**src/common/ster_pkg.sv**
```systemverilog
// Constants and carrier types for the target-side bus error recovery sequencer.
// Assumes a single 100 MHz controller clock shared with the bus phase engine.
package ster_pkg;

  // Clock and timing
  localparam int unsigned CLK_HZ           = 100_000_000;
  localparam int unsigned RESEL_TMO_MS     = 250;
  localparam int unsigned RESEL_TMO_CYC    = (CLK_HZ / 1000) * RESEL_TMO_MS;
  localparam int unsigned RESEL_TMO_W      = 25;

  // Retry limits
  localparam logic [1:0]  PAR_RETRY_MAX    = 2'h2;
  localparam logic [1:0]  MSG_RETRY_MAX    = 2'h1;
  localparam logic [1:0]  RESEL_RETRY_MAX  = 2'h2;

  // Reset values
  localparam logic [1:0]  CNT_RST          = 2'h0;
  localparam logic [2:0]  ATN_SYNC_RST     = 3'h0;

  // Message that the initiator rejected
  typedef enum logic [2:0] {
    REJ_CMD_CPLT,
    REJ_DISCONNECT,
    REJ_IDENTIFY,
    REJ_LINKED_CPLT,
    REJ_MSG_REJECT,
    REJ_RESTORE_PTR,
    REJ_SAVE_PTR,
    REJ_SYNC_REQ
  } ster_rej_e;

  // Sense key / additional sense recorded for the command
  typedef enum logic [2:0] {
    SNS_NONE,
    SNS_ABORT_PARITY,
    SNS_ABORT_IDE,
    SNS_ABORT_MSG_REJ,
    SNS_ABORT_SEL_FAIL,
    SNS_ABORT_INT_CTL,
    SNS_HW_INT_CTL
  } ster_sense_e;

  // Recovery in progress
  typedef enum logic [2:0] {
    KIND_NONE,
    KIND_MSG_OUT,
    KIND_CMD,
    KIND_DATA_OUT,
    KIND_IDE,
    KIND_MPE
  } ster_kind_e;

  // One-cycle events from the bus phase engine
  typedef struct packed {
    logic mo_par;
    logic cmd_par;
    logic do_par;
    logic ide_msg;
    logic mpe_msg;
    logic rej_msg;
    logic int_err;
    logic hs_tmo;
    logic phase_ok;
    logic no_retry;
    logic resel_go;
    logic resel_ack;
  } ster_evt_s;

  // Levels describing the current nexus
  typedef struct packed {
    logic lun_known;
    logic disc_priv;
    logic retry_status;
  } ster_ctx_s;

  // Orders to the bus phase engine, one-cycle pulses except hold_hs
  typedef struct packed {
    logic hold_hs;
    logic req_resend;
    logic msgin_restore;
    logic resend_msg;
    logic check_cond;
    logic bus_free;
    logic abort_cmd;
    logic link_break;
    logic keep_conn;
    logic resel_abort;
    logic resel_retry;
    logic sense_set;
  } ster_act_s;

endpackage : ster_pkg

```
**src/hdl/ster_core.sv**
```systemverilog
// Error recovery sequencer for a disk controller acting as bus target.
// Assumes a bus phase engine on the same clock that reports events as
// one-cycle pulses and carries out the orders given on ACT_O.

// What this block does
// - Message Out parity: handshake until ATN drops, then re-request, two retries max.
// - Failed Message Out/Command recovery: check condition if LUN known, else bus free.
// - Command parity: Message In with Restore Pointers, collect CDB again, two retries.
// - Data Out parity: restore and receive again twice, then check condition parity.
// - Initiator Detected Error: restore and repeat prior phase; repeat or impossible ends.
// - Failed Status phase retry after Initiator Detected Error goes bus free, no sense.
// - Rejected Command Complete releases the bus at once, not an error.
// - Rejected Disconnect keeps the bus; later disconnect only with granted privilege.
// - Rejected reselection Identify: bus free, abort, record message reject sense.
// - Rejected Linked Command Complete: bus free, break link, message reject sense.
// - Rejected own Message Reject ends command with check condition, reject sense.
// - Rejected Restore Pointers drops recovery, check condition with original error.
// - Rejected Save Data Pointer keeps connection and carries on.
// - Rejected synchronous request switches to asynchronous transfers.
// - Message Parity Error resends message; second one: bus free, abort, parity sense.
// - Reselection timer from SEL and I/O; abort attempt after 250 ms.
// - Two more reselection tries, then end command with select failed sense.
// - Internal error: check with hardware sense if LUN known, else bus free.
// - Handshake timeout: bus free, abort, record internal controller error sense.
// - Abrupt bus free discards all command state; initiator requests sense.
module ster_core #(
  parameter logic [ster_pkg::RESEL_TMO_W-1:0] RESEL_TMO_CYC =
    ster_pkg::RESEL_TMO_W'(ster_pkg::RESEL_TMO_CYC)
) (
  // Clock and reset
  input  wire logic                 MCLK_I,
  input  wire logic                 SYS_RST_I,
  // Bus pin
  input  wire logic                 ATN_I,
  // Phase engine events and context
  input  wire ster_pkg::ster_evt_s  EVT_I,
  input  wire ster_pkg::ster_rej_e  REJ_KIND_I,
  input  wire ster_pkg::ster_ctx_s  CTX_I,
  // Orders and status
  output ster_pkg::ster_act_s       ACT_O,
  output ster_pkg::ster_sense_e     SENSE_O,
  output logic                      ASYNC_O,
  output logic                      DISC_OK_O,
  output logic                      RECOVER_O,
  output logic                      RESEL_BUSY_O
);

  typedef enum logic [1:0] {
    ST_IDLE,
    ST_MO_DRAIN,
    ST_RETRY,
    ST_RESEL
  } ster_state_e;

  ster_state_e                  state_r, state_nxt;
  ster_pkg::ster_kind_e         kind_r, kind_nxt;
  logic [1:0]                   cnt_r, cnt_nxt;
  logic [ster_pkg::RESEL_TMO_W-1:0] tmr_r, tmr_nxt;
  ster_pkg::ster_act_s          act_r, act_nxt;
  ster_pkg::ster_sense_e        sense_r, sense_nxt;
  logic                         async_r, async_nxt;
  logic                         disc_ok_r, disc_ok_nxt;
  logic [2:0]                   atn_sync_r;
  logic                         atn_r;

  // ATN pin: three stages, level accepted when the last two agree
  always_ff @(posedge MCLK_I) begin
    if (SYS_RST_I) begin
      atn_sync_r <= ster_pkg::ATN_SYNC_RST;
      atn_r      <= 1'b0;
    end else begin
      atn_sync_r <= {atn_sync_r[1:0], ATN_I};
      if (atn_sync_r[1] == atn_sync_r[2]) begin
        atn_r <= atn_sync_r[2];
      end
    end
  end

  // Decoding of the recovery in progress
  wire logic is_mo    = (kind_r == ster_pkg::KIND_MSG_OUT);
  wire logic is_cmd   = (kind_r == ster_pkg::KIND_CMD);
  wire logic is_do    = (kind_r == ster_pkg::KIND_DATA_OUT);
  wire logic is_ide   = (kind_r == ster_pkg::KIND_IDE);
  wire logic is_mpe   = (kind_r == ster_pkg::KIND_MPE);
  wire logic [1:0] retry_lim = (is_ide || is_mpe) ? ster_pkg::MSG_RETRY_MAX
                                                  : ster_pkg::PAR_RETRY_MAX;
  // cnt_r holds the retries already ordered; a repeat at the limit gives up
  wire logic at_limit = (cnt_r >= retry_lim);
  wire logic repeat_err = (is_mo && EVT_I.mo_par) || (is_cmd && EVT_I.cmd_par) ||
                          (is_do && EVT_I.do_par) || (is_ide && EVT_I.ide_msg) ||
                          (is_mpe && EVT_I.mpe_msg);
  wire logic ide_stuck  = is_ide && EVT_I.no_retry;
  wire logic fail_now   = (repeat_err && at_limit) || ide_stuck;

  // Outcome of a failed recovery
  wire logic fail_free = ((is_mo || is_cmd) && !CTX_I.lun_known)
                      || (is_ide && CTX_I.retry_status)
                      || is_mpe;
  wire logic fail_abort = is_mpe;
  wire ster_pkg::ster_sense_e orig_sense =
    is_ide ? ster_pkg::SNS_ABORT_IDE : ster_pkg::SNS_ABORT_PARITY;
  wire ster_pkg::ster_sense_e fail_sense =
    ((is_mo || is_cmd) && !CTX_I.lun_known) ? ster_pkg::SNS_NONE :
    (is_ide && CTX_I.retry_status)          ? ster_pkg::SNS_NONE : orig_sense;

  // Timer end for the current reselection attempt
  wire logic resel_tmo = (state_r == ST_RESEL) && (tmr_r == RESEL_TMO_CYC);
  wire logic rej_any   = EVT_I.rej_msg;
  wire logic recovering = (kind_r != ster_pkg::KIND_NONE);

  always_comb begin
    state_nxt   = state_r;
    kind_nxt    = kind_r;
    cnt_nxt     = cnt_r;
    tmr_nxt     = tmr_r;
    sense_nxt   = sense_r;
    async_nxt   = async_r;
    disc_ok_nxt = disc_ok_r;
    act_nxt     = '0;

    // Abrupt bus free: nothing of the command is kept
    if (EVT_I.hs_tmo) begin
      act_nxt.bus_free  = 1'b1;
      act_nxt.abort_cmd = 1'b1;
      act_nxt.sense_set = 1'b1;
      sense_nxt         = ster_pkg::SNS_ABORT_INT_CTL;
      state_nxt         = ST_IDLE;
      kind_nxt          = ster_pkg::KIND_NONE;
    end else if (EVT_I.int_err) begin
      if (CTX_I.lun_known) begin
        act_nxt.check_cond = 1'b1;
        act_nxt.sense_set  = 1'b1;
        sense_nxt          = ster_pkg::SNS_HW_INT_CTL;
      end else begin
        act_nxt.bus_free  = 1'b1;
        act_nxt.abort_cmd = 1'b1;
      end
      state_nxt = ST_IDLE;
      kind_nxt  = ster_pkg::KIND_NONE;
    end else if (rej_any) begin
      case (REJ_KIND_I)
        ster_pkg::REJ_CMD_CPLT: begin
          act_nxt.bus_free = 1'b1;
          state_nxt        = ST_IDLE;
          kind_nxt         = ster_pkg::KIND_NONE;
        end
        ster_pkg::REJ_DISCONNECT: begin
          act_nxt.keep_conn = 1'b1;
          disc_ok_nxt       = CTX_I.disc_priv;
        end
        ster_pkg::REJ_IDENTIFY, ster_pkg::REJ_LINKED_CPLT: begin
          act_nxt.bus_free   = 1'b1;
          act_nxt.abort_cmd  = 1'b1;
          act_nxt.link_break = (REJ_KIND_I == ster_pkg::REJ_LINKED_CPLT);
          act_nxt.sense_set  = 1'b1;
          sense_nxt          = ster_pkg::SNS_ABORT_MSG_REJ;
          state_nxt          = ST_IDLE;
          kind_nxt           = ster_pkg::KIND_NONE;
        end
        ster_pkg::REJ_MSG_REJECT: begin
          act_nxt.check_cond = 1'b1;
          act_nxt.sense_set  = 1'b1;
          sense_nxt          = ster_pkg::SNS_ABORT_MSG_REJ;
          state_nxt          = ST_IDLE;
          kind_nxt           = ster_pkg::KIND_NONE;
        end
        ster_pkg::REJ_RESTORE_PTR: begin
          if (recovering) begin
            act_nxt.check_cond = 1'b1;
            act_nxt.sense_set  = 1'b1;
            sense_nxt          = orig_sense;
            state_nxt          = ST_IDLE;
            kind_nxt           = ster_pkg::KIND_NONE;
          end
        end
        ster_pkg::REJ_SAVE_PTR: begin
          act_nxt.keep_conn = 1'b1;
        end
        ster_pkg::REJ_SYNC_REQ: begin
          async_nxt = 1'b1;
        end
        default: begin
          act_nxt.keep_conn = 1'b0;
        end
      endcase
    end else begin
      case (state_r)
        ST_IDLE: begin
          // Entry orders count as the first retry; Message Out counts at resend
          cnt_nxt = ster_pkg::CNT_RST;
          if (EVT_I.mo_par) begin
            kind_nxt  = ster_pkg::KIND_MSG_OUT;
            act_nxt.hold_hs = 1'b1;
            state_nxt = ST_MO_DRAIN;
          end else if (EVT_I.cmd_par || EVT_I.do_par) begin
            kind_nxt = EVT_I.cmd_par ? ster_pkg::KIND_CMD : ster_pkg::KIND_DATA_OUT;
            act_nxt.msgin_restore = 1'b1;
            cnt_nxt   = 2'h1;
            state_nxt = ST_RETRY;
          end else if (EVT_I.ide_msg) begin
            kind_nxt = ster_pkg::KIND_IDE;
            if (EVT_I.no_retry) begin
              act_nxt.check_cond = !CTX_I.retry_status;
              act_nxt.bus_free   = CTX_I.retry_status;
              act_nxt.abort_cmd  = CTX_I.retry_status;
              act_nxt.sense_set  = !CTX_I.retry_status;
              sense_nxt = CTX_I.retry_status ? sense_r : ster_pkg::SNS_ABORT_IDE;
              kind_nxt  = ster_pkg::KIND_NONE;
            end else begin
              act_nxt.msgin_restore = 1'b1;
              cnt_nxt   = 2'h1;
              state_nxt = ST_RETRY;
            end
          end else if (EVT_I.mpe_msg) begin
            kind_nxt           = ster_pkg::KIND_MPE;
            act_nxt.resend_msg = 1'b1;
            cnt_nxt            = 2'h1;
            state_nxt          = ST_RETRY;
          end else if (EVT_I.resel_go) begin
            tmr_nxt   = '0;
            state_nxt = ST_RESEL;
          end
        end
        // ATN comes through the synchroniser: the drain ends 4 to 5 cycles late
        ST_MO_DRAIN: begin
          act_nxt.hold_hs = 1'b1;
          if (!atn_r) begin
            act_nxt.hold_hs    = 1'b0;
            act_nxt.req_resend = 1'b1;
            cnt_nxt   = cnt_r + 2'h1;
            state_nxt = ST_RETRY;
          end
        end
        ST_RETRY: begin
          if (fail_now) begin
            act_nxt.check_cond = !fail_free;
            act_nxt.bus_free   = fail_free;
            act_nxt.abort_cmd  = fail_abort || fail_free;
            act_nxt.sense_set  = (fail_sense != ster_pkg::SNS_NONE);
            if (fail_sense != ster_pkg::SNS_NONE) begin
              sense_nxt = fail_sense;
            end
            state_nxt = ST_IDLE;
            kind_nxt  = ster_pkg::KIND_NONE;
          end else if (repeat_err) begin
            if (is_mo) begin
              act_nxt.hold_hs = 1'b1;
              state_nxt = ST_MO_DRAIN;
            end else if (is_mpe) begin
              act_nxt.resend_msg = 1'b1;
              cnt_nxt = cnt_r + 2'h1;
            end else begin
              act_nxt.msgin_restore = 1'b1;
              cnt_nxt = cnt_r + 2'h1;
            end
          end else if (EVT_I.phase_ok) begin
            state_nxt = ST_IDLE;
            kind_nxt  = ster_pkg::KIND_NONE;
          end
        end
        ST_RESEL: begin
          tmr_nxt = tmr_r + 1'b1;
          if (EVT_I.resel_ack) begin
            state_nxt = ST_IDLE;
          end else if (resel_tmo) begin
            act_nxt.resel_abort = 1'b1;
            tmr_nxt = '0;
            if (cnt_r < ster_pkg::RESEL_RETRY_MAX) begin
              act_nxt.resel_retry = 1'b1;
              cnt_nxt = cnt_r + 2'h1;
            end else begin
              act_nxt.abort_cmd = 1'b1;
              act_nxt.sense_set = 1'b1;
              sense_nxt = ster_pkg::SNS_ABORT_SEL_FAIL;
              state_nxt = ST_IDLE;
            end
          end
        end
        default: begin
          state_nxt = ST_IDLE;
          kind_nxt  = ster_pkg::KIND_NONE;
        end
      endcase
    end
  end

  // Sequencer state and orders
  always_ff @(posedge MCLK_I) begin
    if (SYS_RST_I) begin
      state_r <= ST_IDLE;
      kind_r  <= ster_pkg::KIND_NONE;
      act_r   <= '0;
    end else begin
      state_r <= state_nxt;
      kind_r  <= kind_nxt;
      act_r   <= act_nxt;
    end
  end

  // Retry and reselection counters
  always_ff @(posedge MCLK_I) begin
    if (SYS_RST_I) begin
      cnt_r <= ster_pkg::CNT_RST;
      tmr_r <= '0;
    end else begin
      cnt_r <= cnt_nxt;
      tmr_r <= tmr_nxt;
    end
  end

  // Levels that outlast one recovery; disconnect allowed until refused
  always_ff @(posedge MCLK_I) begin
    if (SYS_RST_I) begin
      sense_r   <= ster_pkg::SNS_NONE;
      async_r   <= 1'b0;
      disc_ok_r <= 1'b1;
    end else begin
      sense_r   <= sense_nxt;
      async_r   <= async_nxt;
      disc_ok_r <= disc_ok_nxt;
    end
  end

  // Status flags registered alongside the state
  logic recover_r;
  logic resel_busy_r;
  always_ff @(posedge MCLK_I) begin
    if (SYS_RST_I) begin
      recover_r    <= 1'b0;
      resel_busy_r <= 1'b0;
    end else begin
      recover_r    <= (kind_nxt != ster_pkg::KIND_NONE);
      resel_busy_r <= (state_nxt == ST_RESEL);
    end
  end

  assign ACT_O        = act_r;
  assign SENSE_O      = sense_r;
  assign ASYNC_O      = async_r;
  assign DISC_OK_O    = disc_ok_r;
  assign RECOVER_O    = recover_r;
  assign RESEL_BUSY_O = resel_busy_r;

endmodule : ster_core

```
**config.mk**
```make
export PLATFORM = sky130hd
export DESIGN_NAME = ster_core
export DESIGN_NICKNAME = d
export VERILOG_FILES = /design/src/common/ster_pkg.sv /design/src/hdl/ster_core.sv
export SDC_FILE = /design/constraint.sdc
export NUM_CORES = 1
export LEC_CHECK = 0
export ABC_AREA = 1
export BUFFER_PORTS_ARGS = -buffer_cell sky130_fd_sc_hd__buf_2
export CORE_MARGIN = 2
export CORE_UTILIZATION = 25
export CTS_CLUSTER_SIZE = 10
export DETAILED_ROUTE_END_ITERATION = 12
export PLACE_DENSITY = 0.45
export SYNTH_ARGS = -nofsm -noshare
export SYNTH_HDL_FRONTEND = slang
export SYNTH_SLANG_ARGS = --single-unit
```
**constraint.sdc**
```tcl
create_clock -name MCLK_I -period 4.4 [get_ports MCLK_I]
set_input_delay 1.1 -clock MCLK_I [delete_from_list [all_inputs] [get_ports MCLK_I]]
set_output_delay 1.1 -clock MCLK_I [all_outputs]
set_load 0.02 [all_outputs]
```
======== Yosys cells after proc, flatten, opt, wreduce, memory -nomap -nowiden ========
Cells that the tools add are included.
word-level totals
  flip-flop bits (word level) ............. 55
  input bits .............................. 21
  output and inout port bits .............. 19
  word-level logic and storage cells ...... 267
operators by class
  add/subtract/negate cells ............... 2
  $lt $le $gt $ge ......................... 2
  equal/unequal tests ..................... 56
  mux-type cells .......................... 126
  bitwise logic cells ..................... 7
  reduce and logical (&&, ||, !) cells .... 50
operator list
  operator               count
  $mux 25                7
  $mux 3                 33
  $mux 2                 36
  $ne 5x5->1 const B     11
  $pmux 25 s2            1
  $ne 4x4->1 const B     11
  $mux 1                 34
  $reduce_and 14->1      2
  $add 25x1->25 const B  1
  $eq 25x25->1 const B   1
  $ne 2x2->1 const B     11
  $eq 3x3->1 const B     6
  $pmux 3 s2             3
  $pmux 2 s4             2
  $eq 3x2->1 const B     4
  $reduce_or 4->1        3
  $logic_or 1x1->1       11
  $logic_and 1x1->1      10
  $reduce_and 10->1      1
  $reduce_or 5->1        2
  $pmux 1 s3             3
  $pmux 3 s3             1
  $reduce_and 9->1       1
  $reduce_bool 3->1      3
  other kinds (28)       45

======== Logic depth before layout (Yosys ltp) ========
  word-level depth ........................ 14
  depth in mapped cells ................... 16
  gate-level depth less buffers ........... 16

======== Worst setup path before layout ========
Ideal clock, no wire load.
  path type ............................... in2reg
  start point ............................. in EVT_I[10] in the netlist's numbering
  end point ............................... reg tmr_r[18] in the netlist's numbering
  setup time .............................. 0.070 ns
  arrival time ............................ 2.286 ns
  required time ........................... 4.330 ns
  setup slack ............................. 2.044 ns
  stages on the path ...................... 10
  buffers on the path ..................... 0
  path through ............................ nor2_1 > nand2_1 > nand2_2 > nand3_4 > inv_6 > nand3b_4 > nor2_4 > nand2_2 > or2_0 > a21oi_1
between the ends
  longest elaborated chain between the ends .. 3
RTL lines
  what                        RTL line          RTL
  from (decl)                 ster_core.sv:36   input wire ster_pkg::ster_evt_s EVT_I,
  $logic_or 1x1->1            ster_core.sv:195  end else if (EVT_I.cmd_par || EVT_I.do_par) begin
  $ne 2x2->1 (no line)        n/a
  $reduce_and 9->1 (no line)  n/a
  to (signal assigned)        ster_core.sv:307  tmr_r <= tmr_nxt;
  to (decl)                   ster_core.sv:58   logic [ster_pkg::RESEL_TMO_W-1:0] tmr_r, tmr_nxt;
No other way between the ends.
A chain may end at the register's enable or synchronous reset.

======== Worst setup path in the final report ========
  start point ............................. reg kind_r[1]
  end point ............................... reg sense_r[0] (netlist: SENSE_O[0])
between the ends
  longest elaborated chain between the ends .. 10
  elaborated cells between the ends (all ways) .. 40
  those cells by class .................... order compare: 1; eq/ne: 8; mux: 12; reduce/logical: 19
RTL lines
  what                                                    RTL line                           RTL
  from (decl)                                             ster_core.sv:56                    ster_pkg::ster_kind_e kind_r, kind_nxt;
  from (signal assigned)                                  ster_core.sv:291                   kind_r <= ster_pkg::KIND_NONE;
  from (signal assigned)                                  ster_core.sv:295                   kind_r <= kind_nxt;
  $eq 3x3->1, or another cell as far along                ster_core.sv:83                    wire logic is_ide = (kind_r == ster_pkg::KIND_IDE);
  $mux 2, or another cell as far along                    ster_core.sv:101                   is_ide ? ster_pkg::SNS_ABORT_IDE : ster_pkg::SNS_ABORT_PARITY;
  $mux 2, or another cell as far along                    ster_core.sv:104                   (is_ide && CTX_I.retry_status) ? ster_pkg::SNS_NONE : orig_sense;
  $mux 2 / $logic_or 1x1->1 (equally long branches)       ster_core.sv:103, ster_core.sv:89
  $mux 3 / $logic_or 1x1->1 (equally long branches)       ster_core.sv:240, ster_core.sv:90
  $mux 3 / $logic_or 1x1->1 (equally long branches)       ster_core.sv:235, ster_core.sv:90
  $pmux 3 s3 / $logic_and 1x1->1 (equally long branches)  ster_core.sv:187, ster_core.sv:93
  $mux 3 / $logic_or 1x1->1 (equally long branches)       ster_core.sv:140, ster_core.sv:93
  $mux 3 / $ne 5x5->1 (equally long branches)             n/a
  $mux 3 / $reduce_and 14->1 (equally long branches)      n/a
  to (signal assigned)                                    ster_core.sv:314                   sense_r <= ster_pkg::SNS_NONE;
  to (signal assigned)                                    ster_core.sv:318                   sense_r <= sense_nxt;
  to (decl)                                               ster_core.sv:60                    ster_pkg::ster_sense_e sense_r, sense_nxt;
Parallel ways exist; a longest one is shown, timed or not. The select of a mux whose other input is x is not followed.

==> results.md <==
* Status: complete, no violations
* Startpoint class of the critical path: flip-flop
* Syn Inst Count at 527
* Post_cts resized at 0
* Ant. Diodes at 0
* R2R setup slack at approximately 1700 ps
* Final hold vios at 0
* Sw Share at 25.4%
* Clk slew on worst S/H paths at about 60 ps
* DP Worst Slack at 1590 ps
* RSZ-0062 raised after global routing: false
* Flops & latches, synth at 55
* Post-synth EDFFs at 0
* Gp weighted congestion at between 0.8 and 0.9
* WL/cell at 14.0 um
* Combinational share of power at 10.6%
* Async SR Flop Fraction at 0%
* Post-CTS Setup Inserts at 0
* Seq/Total Area, Yosys at between 30% and 40%
* Min setup slack post-route at 1710 ps
* Largest net degree at the start of global routing at 16
* Setup Skew at 10.9 ps
* Setup TNS at 0 ps
* Slew HR at 57.5%
* # hold bufs at CTS at 0
* Clock power frac at 39.3%
* Number of global-route vias before repair at ~3300
* Antenna Nets Post-Route at 0
* FF-to-FF End: SENSE_O[0]
* Reg2Reg Depth at 14
* Primary FF master, synth: dfxtp_1
* Share of layout cells above drive strength 1 at between 10% and 20%
* First-pass GRT wire length at 17.1 mm
* WHS Endpoint: atn_sync_r[1]
* Post-synthesis net count at about 550
* YS warnings at 0
* Pre-antenna DRT Iters at 5
* Max Slew Vio Count at 0
* CTS root buffer: clkbuf_16
* Leakage power at 0.00176 uW
* Seq pwr share at 50.1%
* H-tree depth at 2
* Reg2reg start: kind_r[1]
* Maximum vdd drop at about 0.12 mV
* Crit-path max FO at 7
* Die area at 14700 um2
* Worst Path Required at 4590 ps
* Clk_lat worst skew at 310 ps
* Max_cap viols at 0
* Clk buf depth at 2
* PortBufs at 39
* Die height at 121 um
* Die W at 121 um
* DR vias/cell at 4.75
* Detailed Place HPWL at about 8.4 mm
* Starting Density at approximately a quarter
* Row count at 42
* Pint at 762 uW
* Worst min path class: flip-flop to flip-flop
* Highest clock rate at ~370 MHz
* I/O pin cnt at 40
* Drt first-iter violations at 235
* Layout net count at 593
* Overall Global Routing Usage at 14.9%
* Worst-Margin Slew at 637 ps
* Cell Pwr Density at 259 nW/um2
* Avg Inst Size Synth at 6.51 um2
* Switching power at 259 uW
* Cell area after synthesis at 3430 um2
* CTS tree: yes
* Hold_sp: atn_sync_r[0]
* Grt ovf at 0
* Core footprint at 13300 um2
* DRC Markers at 0
* Hold path depth at 2
* Post-Route WL at around 10 mm
* Crit path time final at roughly 2700 ps
* Initial antenna violation count at 0
* Tcrit/Tclk final at 61.1%
* Critical Path Sink Type: flip-flop
* # setup viols final at 0
* Layout area overhead at 15.3%
* Via Count at about 3500
* Crit path arrival time at 2880 ps
* CTS sink cnt at 55
* Fillcell total at about 1500
* CTS Buf Count at 5
* CP Class: flip-flop to flip-flop
* Yosys cell types at 48
worst max-delay path by stage:
stage	startpoint	endpoint	slack (ps)	cells past startpoint
2_1_floorplan	EVT_I[10]	tmr_r[18]	2040	10
4_1_cts	kind_r[1]	SENSE_O[0]	1720	15
5_1_grt	kind_r[1]	SENSE_O[2]	1420	15
6_report	kind_r[1]	SENSE_O[0]	1710	14
3_5_place_dp	EVT_I[10]	tmr_r[13]	1590	8
3_3_place_gp	EVT_I[10]	tmr_r[13]	1620	8
synth_stat cells, types with 3 or more instances:
library cell | number | area (um2)
a211oi_1 | 6 | 45.0
a21oi_1 | 43 | 215
a31oi_1 | 4 | 25.0
dfxtp_1 | 55 | 1100
ha_1 | 4 | 50.1
inv_1 | 79 | 297
inv_2 | 3 | 11.3
nand2_1 | 107 | 402
nand2_2 | 6 | 37.5
nand3_1 | 40 | 200
nand3b_1 | 3 | 22.5
nand4_1 | 17 | 106
nor2_1 | 69 | 259
nor2_2 | 3 | 18.8
nor2_4 | 4 | 45.0
nor3_1 | 23 | 115
nor4_1 | 6 | 37.5
o21ai_0 | 13 | 65.1
o21ai_1 | 3 | 15.0
xor2_1 | 6 | 52.6
layout make-up:
| class | instances | area (um2) | area share [%] |
|---|---|---|---|
| Clock buffer | 6 | 139 | 3.51 |
| Clock inverter | 1 | 5.00 | 0.127 |
| Inverter | 84 | 323 | 8.17 |
| Multi-Input combinational cell | 382 | 1960 | 49.6 |
| Sequential cell | 55 | 1100 | 27.9 |
| Tap cell | 176 | 220 | 5.57 |
| Timing Repair Buffer | 40 | 203 | 5.13 |
through the flow:
stage / instances / hold slack (ps) / cell area, um2 / util (%) / total power [uW]
2_1_floorplan: 527 / 388 / 3430 / - / 590
3_3_place_gp: 737 / 392 / 3810 / 28.6 / 631
3_5_place_dp: 737 / 398 / 3810 / 28.6 / 630
4_1_cts: 744 / 407 / 3950 / 29.7 / 1040
5_1_grt: 744 / 434 / 3950 / 29.7 / 1070
6_report: 744 / 404 / 3950 / 29.7 / 1020
kinds of logic (layout without fill, tap and decap cells):
| logic type | Yosys count | in the layout | synth area share [%] |
|---|---|---|---|
| simple gates | 290 | 290 | 40.3 |
| buf+inv | 90 | 131 | 10.7 |
| compound gates | 81 | 81 | 13.6 |
| flops | 55 | 55 | 32.1 |
| xor+xnor | 7 | 7 | 1.79 |
| fa+ha+maj | 4 | 4 | 1.46 |
critical path, cell delays in order, from the launching register on:
cell and delay, ps:
dfxtp_1 400, nor2_1 310, inv_1 110, nor2_2 190, inv_1 110, nand2_1 130
ha_1 240, o21ai_0 170, nand2_1 100, o21ai_2 110, nand3_2 180, nand3_1 140
nand2_1 140, a21oi_1 160, nor2_1 60
metal layers:
metal  wire length, um  vias up  global-route usage [%]
met4               228        0                    4.94
li1                  -     1814                       -
met1              5130     1602                    20.8
met5                 0        -                       0
met3               561       17                    3.43
met2              4500      100                    22.3
registers in the layout (all words and copies together), names as in the netlist, 2 cells and up:
name,flops
kind_r,3
ACT_O,12
atn_sync_r,3
cnt_r,2
SENSE_O,3
state_r,2
tmr_r,25
power groups by stage:
stage	combinational [uW]	clock (uW)	sequential (uW)
floorplan	62.5	0	528
global placement	109	0	522
detailed placement	107	0	523
CTS	108	420	511
global route	122	439	512
finish	108	402	511
placed cells by master, fill, tap and decap left out, types with 2 or more instances in the layout:
cell,n
nand2_1,107
inv_1,79
nor2_1,69
dfxtp_1,55
a21oi_1,43
nand3_1,40
buf_2,39
nor3_1,23
nand4_1,17
o21ai_0,13
a211oi_1,6
nand2_2,6
nor4_1,6
xor2_1,6
clkbuf_16,5
nor2_4,4
a31oi_1,4
ha_1,4
nor2_2,3
inv_2,3
o21ai_1,3
nand3b_1,3
o21ai_2,2
nand2b_1,2
or2_0,2
No activity file was read; power rests on OpenSTA's default activity.
